--- src/hdl/mscsr_pkg.sv ---
// Summary of operation
// - A 16-bit counter advances once per cycle of the selected codec master clock and software can never stop or load it.
// - Every start-of-frame event copies the current counter value into the capture byte pair.
// - The counter is clocked by either the first or the second master clock output, as chosen by a select input.
// - Reading the low capture byte at ffe4 returns bits 7:0 of the captured count.
// - Reading the high capture byte at ffe3 returns bits 15:8 of the captured count.
// - Both capture bytes are read-only, change only at a start of frame and reset to zero.
// - The second synthesizer frequency word is 24 bits made of three byte-wide read/write registers.
// - Byte 0 of the frequency word, bits 7:0, is written and read back at fff9 and resets to zero.
// - Byte 1 of the frequency word, bits 15:8, is written and read back at fff8 and resets to zero.
// - Byte 2 of the frequency word, bits 23:16, is written and read back at fff7 and resets to zero.
package mscsr_pkg;

    localparam int          ADDR_W          = 16;
    localparam int          DATA_W          = 8;
    localparam int          CNT_W           = 16;
    localparam int          FREQ_W          = 24;
    localparam int          SYNC_STAGES     = 2;

    localparam logic [15:0] ADDR_CAP_HIGH   = 16'hffe3;
    localparam logic [15:0] ADDR_CAP_LOW    = 16'hffe4;
    localparam logic [15:0] ADDR_FREQ_B2    = 16'hfff7;
    localparam logic [15:0] ADDR_FREQ_B1    = 16'hfff8;
    localparam logic [15:0] ADDR_FREQ_B0    = 16'hfff9;

    localparam int          CAP_LOW_LSB     = 0;
    localparam int          CAP_HIGH_LSB    = 8;
    localparam int          FREQ_B0_LSB     = 0;
    localparam int          FREQ_B1_LSB     = 8;
    localparam int          FREQ_B2_LSB     = 16;

    localparam logic [15:0] CAP_RESET       = 16'h0000;
    localparam logic [7:0]  FREQ_BYTE_RESET = 8'h00;
    localparam logic [7:0]  RD_UNMAPPED     = 8'h00;
    localparam logic [7:0]  RD_RESET        = 8'h00;
    localparam logic [15:0] CNT_RESET       = 16'h0000;
    localparam logic [15:0] CNT_STEP        = 16'h0001;

endpackage : mscsr_pkg

--- src/hdl/mscsr_counter.sv ---
`timescale 1ns/1ns
module mscsr_counter
    import mscsr_pkg::*;
(
    input  wire logic             mclk,
    input  wire logic             nrst,
    input  wire logic             masterClockOutOne,
    input  wire logic             masterClockOutTwo,
    input  wire logic             clkSelTwo,
    output logic [CNT_W-1:0]      count
);

    logic [1:0]       pinMeta_ff;
    logic [1:0]       pinSync_ff;
    logic             selPrev_ff;
    logic [CNT_W-1:0] count_ff;
    logic [CNT_W-1:0] nxt_count;
    logic             selLevel;
    logic             selRise;

    // Two stages per pin; stage one feeds only stage two
    genvar gi;
    generate
        for (gi = 0; gi < 2; gi++) begin : g_sync
            always_ff @(posedge mclk or negedge nrst) begin
                if (!nrst) begin
                    pinMeta_ff[gi] <= 1'b0;
                    pinSync_ff[gi] <= 1'b0;
                end else begin
                    pinMeta_ff[gi] <= (gi == 0) ? masterClockOutOne : masterClockOutTwo;
                    pinSync_ff[gi] <= pinMeta_ff[gi];
                end
            end
        end
    endgenerate

    // source select
    // Changing select may add one spurious count
    assign selLevel  = clkSelTwo ? pinSync_ff[1] : pinSync_ff[0];
    assign selRise   = selLevel & ~selPrev_ff;
    // wrapping increment
    // Source must stay below half of mclk
    assign nxt_count = selRise ? count_ff + CNT_STEP : count_ff;
    assign count     = count_ff;

    always_ff @(posedge mclk or negedge nrst) begin
        if (!nrst) begin
            selPrev_ff <= 1'b0;
            count_ff   <= CNT_RESET;
        end else begin
            selPrev_ff <= selLevel;
            count_ff   <= nxt_count;
        end
    end
endmodule : mscsr_counter

--- src/hdl/mscsr_top.sv ---
`timescale 1ns/1ns
module mscsr_top
    import mscsr_pkg::*;
(
    input  wire logic              mclk,
    input  wire logic              nrst,
    input  wire logic              masterClockOutOne,
    input  wire logic              masterClockOutTwo,
    input  wire logic              clkSelTwo,
    input  wire logic              sofPulse,
    input  wire logic [ADDR_W-1:0] addr,
    input  wire logic [DATA_W-1:0] wrData,
    input  wire logic              wrEn,
    input  wire logic              rdEn,
    output logic      [DATA_W-1:0] rdData,
    output logic      [FREQ_W-1:0] synthFrequencyWord
);

    logic [CNT_W-1:0]  count;
    logic [CNT_W-1:0]  capturedCount_ff;
    logic [CNT_W-1:0]  nxt_capturedCount;
    logic [DATA_W-1:0] freqByte0_ff;
    logic [DATA_W-1:0] freqByte1_ff;
    logic [DATA_W-1:0] freqByte2_ff;
    logic [DATA_W-1:0] nxt_freqByte0;
    logic [DATA_W-1:0] nxt_freqByte1;
    logic [DATA_W-1:0] nxt_freqByte2;
    logic [DATA_W-1:0] rdData_ff;
    logic [DATA_W-1:0] nxt_rdData;
    logic [DATA_W-1:0] rdMux;
    logic              hitCapHigh;
    logic              hitCapLow;
    logic              hitFreqB0;
    logic              hitFreqB1;
    logic              hitFreqB2;

    mscsr_counter u_counter (
        .mclk              (mclk),
        .nrst              (nrst),
        .masterClockOutOne (masterClockOutOne),
        .masterClockOutTwo (masterClockOutTwo),
        .clkSelTwo         (clkSelTwo),
        .count             (count)
    );

    assign hitCapHigh = (addr == ADDR_CAP_HIGH);
    assign hitCapLow  = (addr == ADDR_CAP_LOW);
    assign hitFreqB0  = (addr == ADDR_FREQ_B0);
    assign hitFreqB1  = (addr == ADDR_FREQ_B1);
    assign hitFreqB2  = (addr == ADDR_FREQ_B2);

    // no bus write path to capture
    assign nxt_capturedCount = sofPulse ? count : capturedCount_ff;

    assign nxt_freqByte0 = (wrEn && hitFreqB0) ? wrData : freqByte0_ff;
    assign nxt_freqByte1 = (wrEn && hitFreqB1) ? wrData : freqByte1_ff;
    assign nxt_freqByte2 = (wrEn && hitFreqB2) ? wrData : freqByte2_ff;

    assign synthFrequencyWord = {freqByte2_ff, freqByte1_ff, freqByte0_ff};

    // read decode
    // Unmapped addresses read as zero
    assign rdMux = hitCapLow  ? capturedCount_ff[CAP_LOW_LSB +: DATA_W]  :
                   hitCapHigh ? capturedCount_ff[CAP_HIGH_LSB +: DATA_W] :
                   hitFreqB0  ? freqByte0_ff :
                   hitFreqB1  ? freqByte1_ff :
                   hitFreqB2  ? freqByte2_ff : RD_UNMAPPED;
    assign nxt_rdData = rdEn ? rdMux : rdData_ff;
    assign rdData     = rdData_ff;

    always_ff @(posedge mclk or negedge nrst) begin
        if (!nrst) begin
            capturedCount_ff <= CAP_RESET;
        end else begin
            capturedCount_ff <= nxt_capturedCount;
        end
    end

    always_ff @(posedge mclk or negedge nrst) begin
        if (!nrst) begin
            freqByte0_ff <= FREQ_BYTE_RESET;
            freqByte1_ff <= FREQ_BYTE_RESET;
            freqByte2_ff <= FREQ_BYTE_RESET;
        end else begin
            freqByte0_ff <= nxt_freqByte0;
            freqByte1_ff <= nxt_freqByte1;
            freqByte2_ff <= nxt_freqByte2;
        end
    end

    // Read data holds until the next read
    always_ff @(posedge mclk or negedge nrst) begin
        if (!nrst) begin
            rdData_ff <= RD_RESET;
        end else begin
            rdData_ff <= nxt_rdData;
        end
    end
endmodule : mscsr_top

--- config.mk ---
export PLATFORM = sky130hd
export DESIGN_NAME = mscsr_top
export DESIGN_NICKNAME = d
export VERILOG_FILES = /design/src/hdl/mscsr_pkg.sv /design/src/hdl/mscsr_counter.sv /design/src/hdl/mscsr_top.sv
export SDC_FILE = /design/constraint.sdc
export NUM_CORES = 1
export LEC_CHECK = 0
export BUFFER_PORTS_ARGS = -buffer_cell sky130_fd_sc_hd__buf_2
export CAP_MARGIN = 15
export CELL_PAD_IN_SITES_DETAIL_PLACEMENT = 1
export CELL_PAD_IN_SITES_GLOBAL_PLACEMENT = 1
export CORE_MARGIN = 8
export CORE_UTILIZATION = 40
export CTS_BUF_LIST = sky130_fd_sc_hd__clkbuf_16
export CTS_CLUSTER_DIAMETER = 120
export DETAILED_ROUTE_END_ITERATION = 16
export GPL_TIMING_DRIVEN = 0
export PLACE_DENSITY_LB_ADDON = 0.1
export SETUP_SLACK_MARGIN = 0.02
export SYNTH_ARGS = -nofsm -noshare
export SYNTH_HDL_FRONTEND = slang
export SYNTH_SLANG_ARGS = --single-unit
export TNS_END_PERCENT = 30
--- constraint.sdc ---
create_clock -name mclk -period 3 [get_ports mclk]
set_input_delay 0.75 -clock mclk [delete_from_list [all_inputs] [get_ports mclk]]
set_output_delay 0.75 -clock mclk [all_outputs]
set_load 0.1 [all_outputs]
== After elaboration in Yosys (flattened, before gate mapping) ==
Index checks and enable logic that the tools add are counted.

* Input bits: 32
* Bits in registers: 69
* Word-level logic and storage cells: 28

* Equality and inequality tests: 5
* Reduce and logical (&&, ||, !) cells: 3
* Multiplexer cells: 6
* Bitwise gates (word level): 2
* Add/subtract/negate cells: 1

{| class="wikitable"
|+ Operators by type and width
! operator !! number
|-
| $eq A16 B16 Y1 const B || 5
|-
| $mux W8 || 5
|-
| $add A16 B1 Y16 const B || 1
|-
| $logic_and A1 B1 Y1 || 3
|-
| $and A1 B1 Y1 || 1
|-
| $mux W1 || 1
|-
| $not A1 Y1 || 1
|}

== Depth between registers and ports, before layout ==
Gate-level depths: netlist of the first run.

* Depth in word-level cells: 6
* Depth in mapped cells: 7
* Depth with buffers taken out: 4

== Modules after synthesis ==
A second synthesis of the first run with hierarchy kept.

* Cell total of the unflattened synthesis: 231
* Area, all modules: 3154.3 um^2

{| class="wikitable"
|+ By module, submodules not included
! module !! cells an instance !! times used !! area an instance (um^2)
|-
| mscsr_top || 164 || 1 || 2249.7
|-
| mscsr_counter || 67 || 1 || 904.6
|}

== Worst setup path before layout of the first run ==
OpenSTA, ideal clock, no wires.

* Path kind: input port to flip-flop
* Start: input addr[11]
* End: register freqByte2_ff[0]
* Stages on the path: 6
* Required time: 2.872 ns
* Setup slack: 0.873 ns
* Arrival time: 1.998 ns
* Library setup time: 0.128 ns
* Cell sequence: nand3_1 > nor4_1 > buf_2 > and3_1 > buf_2 > mux2_1

* Longest elaborated chain between the ends: 2

{| class="wikitable"
|+ RTL lines
! item !! RTL line !! RTL
|-
| start: declaration || mscsr_top.sv:11 || <nowiki>input wire logic [ADDR_W-1:0] addr,</nowiki>
|-
| $eq A16 B16 Y1 || mscsr_top.sv:50 || <nowiki>assign hitFreqB2 = (addr == ADDR_FREQ_B2);</nowiki>
|-
| $logic_and A1 B1 Y1 || mscsr_top.sv:57 || <nowiki>assign nxt_freqByte2 = (wrEn && hitFreqB2) ? wrData : freqByte2_ff;</nowiki>
|-
| end signal: assignment || mscsr_top.sv:87 || <nowiki>freqByte2_ff <= nxt_freqByte2;</nowiki>
|-
| end: declaration || mscsr_top.sv:24 || <nowiki>logic [DATA_W-1:0] freqByte2_ff;</nowiki>
|}

No other way between the ends.
A chain may end at the register's enable or synchronous reset.

== Worst setup path after layout of the first run ==
* Start: input addr[15]
* End: register freqByte2_ff[6]

The elaborated chain is that of the path after synthesis.

==> results of run 1 <==
[per-layer routing]
layer | share of wire | track usage
met5 | 0 | 0
met4 | 0.0093 | 0.0581
met1 | 0.48 | 0.195
met2 | 0.47 | 0.237
met3 | 0.040 | 0.0399
[power breakdown]
part           internal, uW  leakage, uW  switching (uW)  total (uW)
Sequential             1020     0.000922            90.0        1110
Combinational           103     0.000834             171         274
Clock                   621     0.000132             351         972
[per-stage QoR]
step / total power [uW] / instance area [sq um]
6_report: 2350 / 3840
5_1_grt: 2460 / 3840
4_1_cts: 2380 / 3840
3_5_place_dp: 1400 / 3570
3_3_place_gp: 1390 / 3570
2_1_floorplan: 1280 / 3140
[area by class of cell]
type,count,area [sq um],share of cell area
inverter,2,7.51,0.00195
clock inverter,4,42.5,0.0111
clock buffer,9,225,0.0586
sequential,69,1730,0.450
buffer,13,83.8,0.0218
tap,102,128,0.0332
multi-input combinational,165,1320,0.344
timing repair buffer,61,308,0.0801
[state kept, by name, summed over array words and instances (netlist names), 2 cells and up]
name	cells
u_counter.pinMeta_ff	2
u_counter.count	16
rdData	8
u_counter.pinSync_ff	2
freqByte0_ff	8
capturedCount_ff	16
freqByte2_ff	8
freqByte1_ff	8
[synthesized netlist by cell type, types with 2 or more instances]
library cell	instances	area share
nor3b_1	2	0.0048
a21oi_1	16	0.026
inv_2	2	0.0024
nand4_1	5	0.010
or2_1	6	0.012
xnor2_1	12	0.033
o2bb2ai_1	8	0.022
nand3_1	10	0.016
buf_2	4	0.0064
o31ai_1	7	0.017
xor2_1	3	0.0084
clkbuf_1	5	0.0060
o21a_1	8	0.019
o2111ai_1	8	0.022
mux2_1	41	0.15
nor2_1	10	0.012
and3_1	3	0.0060
dfrtp_1	69	0.55
nand2_1	8	0.0096
buf_6	2	0.0072
[critical path: stages]
cell     delay [ns]
buf_2          0.08
nand4_1        0.11
nor4_1         0.32
buf_2          0.32
and3_1         0.19
buf_2          0.25
mux2_1         0.36
[cell families (layout without fill, tap and decap cells)]
| group | after synthesis | in the layout | share of synthesized area |
|---|---|---|---|
| XOR/XNOR | 15 | 15 | 0.0419 |
| flip-flops | 69 | 69 | 0.550 |
| AND/OR/NAND/NOR | 59 | 59 | 0.116 |
| multiplexers | 42 | 42 | 0.150 |
| AO/OA/AOI/OAI | 48 | 48 | 0.109 |
| adder cells (fa/ha/maj) | 1 | 1 | 0.00399 |
| buffers and inverters | 15 | 89 | 0.0291 |
[final timing paths]
kind / endpoint / slack [ns] / cells past startpoint
min reg2reg: u_counter.pinSync_ff[1] / 0.35 / 0
max in group asynchronous: rdData[5] / 1.89 / 1
min: u_counter.pinSync_ff[1] / 0.35 / 0
min in group asynchronous: u_counter.count[1] / 0.55 / 1
max: freqByte2_ff[6] / 0.82 / 7
max reg2reg: u_counter.count[14] / 1.18 / 4
[placed cells by master (no fill, tap or decap), drive strengths merged, types with 2 or more instances in the layout]
master / Yosys / layout
nor2: 10 / 10
clkinv: 0 / 3
mux2: 41 / 41
nor3b: 3 / 3
inv: 2 / 2
xnor2: 12 / 12
and3: 3 / 3
o31ai: 7 / 7
nand4: 6 / 6
o21a: 8 / 8
o2bb2ai: 8 / 8
a21oi: 16 / 16
clkbuf: 5 / 14
o2111ai: 8 / 8
nand2: 8 / 8
nand3: 10 / 10
xor2: 3 / 3
dfrtp: 69 / 69
nor4: 2 / 2
or2: 7 / 7
buf: 8 / 69
==> out/qor.txt, run 1 <==
Final worst-path cycle share: 0.725
HP Class: register to register
Max_cap viols: 0
Final Wtd Congestion: 0.750
CP Launch Type: input pin
Post-DP HPWL: 5780 microns
Io pins: 64
Minimum clock period: 2.18 ns
Register area share after synthesis: 0.550
Max Transition Viols Final: 0
Yosys Warn Count: 0
Clk sink count: 69
DR DRC count: 0
Post-Syn Instances: 249
Hold buffers post-CTS: 0
F_max: 459 MHz
Std-Cell Rows: 32
Share of layout cells above drive strength 1: 0.266
Total global routing overflow: 0
Post-synth EDFFs: 0
Cell variety after synth: 40
WHS: 0.352 ns
Final wirelength: 7870 microns
Initial antenna violation count: 0
Status: finished, final reports clean
Setup TNS: 0 ns
Setup violations, final: 0
Starting density of the core: 0.410
Worst Path Arrival: 2.37 ns
Via count: 2,237
CTS tree: done
Drt wl/cell: 18.5 microns
Worst slew pin tran: 0.866 ns
Critical Path RT: 3.20 ns
Critical Path Source: addr[15]
Post-CTS sizing: 0
Final cell count without fillers: 425
FILL cells: 826
Vias in the first global route: 2,554
Chip height: 105 microns
Core area: 7650 sq um
RSZ-0062 raised after global routing: false
H-tree lvl count: 3
Nets@finish: 354
Die area: 10,900 sq um
Clock skew: 0.00646 ns
RR Startpoint: u_counter.count[2]
Root Buffer: clkbuf_16
Critical path capture point type: register
Gr usage total: 0.151
CTS Buf Count: 9
Max clock buf depth: 2
ANT nets after route: 0
Setup CP Type: input pin to register
Ant diodes: 0
IO buf count: 61
Area Overhead vs Synth: 22.4%
DRT Pass-1 Iters: 4
VDD IR max: 0.000293 V
Post-CTS Setup Bufs: 0
Placed Cells: 412
Setup WS pre-CTS: 0.490 ns
Pleak: 0.00189 uW
Worst Setup Slack, final: 0.824 ns
Cell area after synthesis: 3140 sq um
Crit Path Max Fanout: 10
DRT iter0 DRCs: 109
First-pass GRT wire length: 13,300 microns
Clock transition at the registers of the reported paths: 0.05 ns
Synth Register Bits: 69
Hold Crit Start: u_counter.pinMeta_ff[1]
Mean Syn Cell Area: 12.6 sq um
Worst skew pair latency: 0.32 ns
PwrDens: 612 nW/um^2
Synth Flop Type: dfrtp_1
Asr flop ratio synth: 1.00
Syn_nets: 282
Final hold vios: 0
Worst slew margin: 0.422
Vias per cell: 5.26
Die X: 105 microns
Largest net degree at the start of global routing: 70
End-of-flow core utilization: 0.502
(Power assumes the default switching activity.)
==> run 2, diff against run 1 <==
--- a/config.mk
+++ b/config.mk
@@ -10,7 +10,7 @@
 export CELL_PAD_IN_SITES_DETAIL_PLACEMENT = 1
 export CELL_PAD_IN_SITES_GLOBAL_PLACEMENT = 1
 export CORE_MARGIN = 8
-export CORE_UTILIZATION = 40
+export CORE_UTILIZATION = 39
 export CTS_BUF_LIST = sky130_fd_sc_hd__clkbuf_16
 export CTS_CLUSTER_DIAMETER = 120
 export DETAILED_ROUTE_END_ITERATION = 16
==> constraint.sdc (replaced) <==
create_clock -name mclk -period 1.8 [get_ports mclk]
set_input_delay 0.45 -clock mclk [delete_from_list [all_inputs] [get_ports mclk]]
set_output_delay 0.45 -clock mclk [all_outputs]
set_load 0.1 [all_outputs]
==> run 2 against run 1 <==
Compared with the run above:
- sequential cell count stayed put
- global-route usage is 0.11 points lower
- final area is 0.98% higher
- first-iteration DRC count is 11% lower
- critical path depth is 3 lower
- critical path type is now register to register
==> out/qor.txt, run 2 (synthesis results as in run 1) <==
Std-Cell Rows: 32
CTS tree: done
Drt wl/cell: 18.7 microns
Worst skew pair latency: 0.32 ns
Max Transition Viols Final: 0
Final worst-path cycle share: 0.933
Setup CP Type: register to register
Metal3 WL: 330 microns
Worst slew pin tran: 0.882 ns
IO buf count: 61
Setup TNS: 0 ns
CP Launch Type: register
Nets@finish: 354
Gr usage total: 0.150
Wire length on met2: 3770 microns
HP Class: input pin to register
FILL cells: 839
Crit-path slowest cell: nor4_2
F_max: 595 MHz
Vias in the first global route: 2,484
First-pass GRT wire length: 13,300 microns
Commonest non-fill, non-tap cell in the layout: dfrtp_1
Clk sink count: 69
Critical path capture point type: register
Pleak: 0.00191 uW
Chip height: 106 microns
Final Wtd Congestion: 0.706
Crit Path Max Fanout: 5
Top layer in use: met4
CP Cell Sequence: nand4b_1, nor4_2, nand3_1, xnor2_1
Max_cap viols: 0
Hold Crit Depth: 1
Crit. path cell count: 4
Worst Path Arrival: 1.89 ns
Io pins: 64
Post-DP Area: 3580 sq um
CTS Buf Count: 9
Most frequent cells in the layout: dfrtp_1, buf_2, mux2_1
Final hold vios: 0
FF-to-FF path depth: 4
Worst Setup Slack, final: 0.121 ns
End-of-flow core utilization: 0.499
Hold buffers post-CTS: 0
WHS Endpoint: u_counter.pinMeta_ff[0]
Buffers & Inverters on Critical Path: 0
Critical R2R Capture: u_counter.count[15]
Starting density of the core: 0.404
DRT Pass-1 Iters: 4
Final Cell Area: 3880 sq um
Share of layout cells above drive strength 1: 0.276
Setup WS pre-CTS: -0.350 ns
Ant diodes: 0
Vias per cell: 5.38
Final wirelength: 7990 microns
Worst slew margin: 0.412
Max clock buf depth: 2
Hold Crit Start: masterClockOutOne
ANT nets after route: 0
Core area: 7770 sq um
RR Startpoint: u_counter.count[2]
Die X: 106 microns
Post-DP HPWL: 5880 microns
Critical Path Source: u_counter.count[2]
Status: finished, final reports clean
H-tree lvl count: 3
Largest net degree at the start of global routing: 70
Initial antenna violation count: 0
Critical Path RT: 2.01 ns
DRT iter0 DRCs: 97
Worst path max stage delay: 0.57 ns
Area Overhead vs Synth: 23.6%
PwrDens: 1020 nW/um^2
FF-to-FF setup slack: 0.12 ns
Setup violations, final: 0
Clock transition at the registers of the reported paths: 0.05 ns
Minimum clock period: 1.68 ns
Clock skew: 0.00639 ns
CP top delay family: simple AND/OR/NAND/NOR gates
DR DRC count: 0
Root Buffer: clkbuf_16
Via count: 2,301
RSZ-0062 raised after global routing: true
Total global routing overflow: 0
Die area: 11,200 sq um
Post-Route M1 WL: 3770 microns
VDD IR max: 0.000517 V
## run 2: changes by cell type in the layout (fill, tap and decap cells not counted), sizes merged
cell	before	now
inv	2	4
clkbuf	14	13
buf	69	70
clkinv	3	4
## run 2: how the worst max path moves through the flow
stage                               end  slack [ns]
finish              u_counter.count[15]        0.12
global route        u_counter.count[15]       0.003
CTS                     freqByte2_ff[7]        0.06
detailed placement      freqByte2_ff[7]       -0.35
global placement        freqByte2_ff[0]       -0.31
floorplan                     rdData[0]        0.02
## run 2: area by class of cell
cell class                 instances  area (sq um)  area share
sequential                        69          1730       0.445
multi-input combinational        165          1330       0.344
timing repair buffer              62           315      0.0813
clock buffer                       9           225      0.0581
tap                              102           128      0.0329
buffer                            12          85.1      0.0219
clock inverter                     7          58.8      0.0152
inverter                           2          7.51     0.00194
## run 2: metal layers
layer  up-vias  track usage
met4         0       0.0563
met5         -            0
li1       1066            -
met1      1163        0.195
met3        14       0.0457
met2        58        0.228
## run 2: what timing repair did
item / CTS / global route
resized for setup: 2 / 0
pin swaps: 0 / 0
cloned: 0 / 0
setup buffers: 0 / 1
endpoints found under the setup margin: 9 / 9
## run 2: power by group
part | internal [uW] | total [uW] | leakage, uW | switching, uW
Combinational | 170 | 457 | 0.000838 | 287
Clock | 1050 | 1670 | 0.000147 | 622
Sequential | 1690 | 1840 | 0.000922 | 150
## run 2: metrics by stage
| step | instances | hold WS (ns) | power (uW) |
|---|---|---|---|
| floorplan | 249 | 0.154 | 2130 |
| global placement | 412 | 0.340 | 2300 |
| detailed placement | 412 | 0.343 | 2330 |
| CTS | 428 | 0.221 | 4030 |
| global route | 428 | 0.220 | 4150 |
| finish | 428 | 0.229 | 3970 |
## run 2: worst reg2reg max path: stages, from the launching register on
cell and delay (ns):
dfrtp_1 0.43, nand4b_1 0.25, nor4_2 0.57, nand3_1 0.17
xnor2_1 0.15
==> run 3, diff against run 2 <==
--- a/config.mk
+++ b/config.mk
@@ -16,7 +16,7 @@
 export DETAILED_ROUTE_END_ITERATION = 16
 export GPL_TIMING_DRIVEN = 0
 export PLACE_DENSITY_LB_ADDON = 0.1
-export SETUP_SLACK_MARGIN = 0.02
+export SETUP_SLACK_MARGIN = 0.4
 export SYNTH_ARGS = -nofsm -noshare
 export SYNTH_HDL_FRONTEND = slang
 export SYNTH_SLANG_ARGS = --single-unit
==> run 3 against run 2 <==
Compared with the run above:
- register-to-register slack gained 0.26 ns
- sequential cell count unchanged
- worst setup slack better by 0.096 ns
- count of clock-buffer cells in the layout is the same
- die area stayed put
- non-clock buffer count is 10 higher
- clock power increased by 9.6%
- utilization up 5.3 points
- routed wire length rose by 8.5%
==> out/qor.txt, run 3 (synthesis results as in run 1) <==
Status: finished, final reports clean
Area Overhead vs Synth: 36.7%
Max_cap viols: 0
Worst Path Arrival: 1.79 ns
H-tree lvl count: 3
Critical path capture point type: register
IO buf count: 61
ANT nets after route: 0
M2 GR Usage: 0.253
CTS Buf Count: 9
Via count: 2,324
CP Launch Type: input pin
RSZ-0062 raised after global routing: true
Critical Path Source: addr[12]
Clk sink count: 69
Final Cell Area: 4290 sq um
Worst slew margin: 0.403
Max clock buf depth: 2
Die X: 106 microns
Worst slew pin tran: 0.895 ns
Final Wtd Congestion: 0.727
Crit Path Max Fanout: 8
Setup TNS: 0 ns
Pleak: 0.00202 uW
Gr usage total: 0.157
RR Startpoint: u_counter.selPrev_ff
Setup violations, final: 0
Minimum clock period: 1.58 ns
Core area: 7770 sq um
Grt met3 use: 0.0451
Nets@finish: 364
Initial antenna violation count: 0
VDD IR max: 0.000691 V
Final wirelength: 8670 microns
Total global routing overflow: 0
Critical Path RT: 2.00 ns
Share of layout cells above drive strength 1: 0.400
PwrDens: 978 nW/um^2
Die area: 11,200 sq um
Post-DP HPWL: 5890 microns
Vias in the first global route: 2,570
GRT busiest layer: met2
Max Transition Viols Final: 0
Drt wl/cell: 19.8 microns
DR DRC count: 0
Std-Cell Rows: 32
FF-to-FF setup slack: 0.38 ns
DRT iter0 DRCs: 72
Ant diodes: 0
GR Layer Usage met1: 0.199
Post-DP Area: 3620 sq um
FILL cells: 812
Hold buffers post-CTS: 0
Final worst-path cycle share: 0.880
Worst skew pair latency: 0.32 ns
Most frequent cells in the layout: dfrtp_1, buf_2, buf_4
Largest net degree at the start of global routing: 70
HP Class: input pin to async pin
Starting density of the core: 0.404
Clock skew: 0.00419 ns
CTS tree: done
Commonest non-fill, non-tap cell in the layout: dfrtp_1
Chip height: 106 microns
F_max: 632 MHz
Final hold vios: 0
Root Buffer: clkbuf_16
Vias per cell: 5.32
DRT Pass-1 Iters: 4
Clock transition at the registers of the reported paths: 0.05 ns
Setup CP Type: input pin to register
First-pass GRT wire length: 14,100 microns
Io pins: 64
## run 3: timing repair
item,4_1_cts,5_1_grt
setup buffers,8,2
gates resized for setup,56,20
setup endpoints to repair,88,89
pin swaps,6,5
## run 3: through the flow
step	total power (uW)	hold WS [ns]	utilization	setup slack, ns	std cells
finish	4190	0.231	0.552	0.217	437
global route	4360	0.222	0.552	0.152	437
floorplan	2130	0.154	-	0.0278	249
detailed placement	2330	0.343	0.466	-0.325	412
CTS	4220	0.224	0.540	0.217	435
global placement	2310	0.337	0.466	-0.301	412
## run 3: path summary, 6_finish.rpt
path,cells past startpoint,end
worst max-delay path,7,freqByte2_ff[1]
worst min-delay path,1,u_counter.pinSync_ff[0]
worst max register to register,5,u_counter.count[12]
worst min register to register,0,u_counter.pinSync_ff[0]
max in group asynchronous,1,u_counter.count[0]
min in group mclk,1,u_counter.pinMeta_ff[0]
## run 3: area by class of cell
class                           instances  area [sq um]  share of cell area
Inverter                                2          7.51             0.00175
Tap cell                              102           128              0.0298
Sequential cell                        69          1730               0.403
Multi-Input combinational cell        165          1500               0.349
Clock buffer                            9           225              0.0525
Timing Repair Buffer                   71           510               0.119
Clock inverter                          6          80.1              0.0187
Buffer                                 13           114              0.0265
## run 3: power breakdown
part / switching, uW / internal [uW] / total [uW]
logic: 314 / 206 / 521
registers: 147 / 1700 / 1850
clock network: 635 / 1190 / 1830
## run 3: critical path: stages
cell,delay (ns)
buf_6,0.06
nand4_1,0.13
nor4_2,0.30
buf_4,0.20
and3_4,0.19
buf_12,0.14
mux2_4,0.30
## run 3: layer usage
layer	share of wire	routed length [microns]	vias up
met5	0	0	-
met3	0.054	469	9
met2	0.48	4170	52
met4	0.010	89	0
met1	0.45	3930	1180
li1	-	-	1083
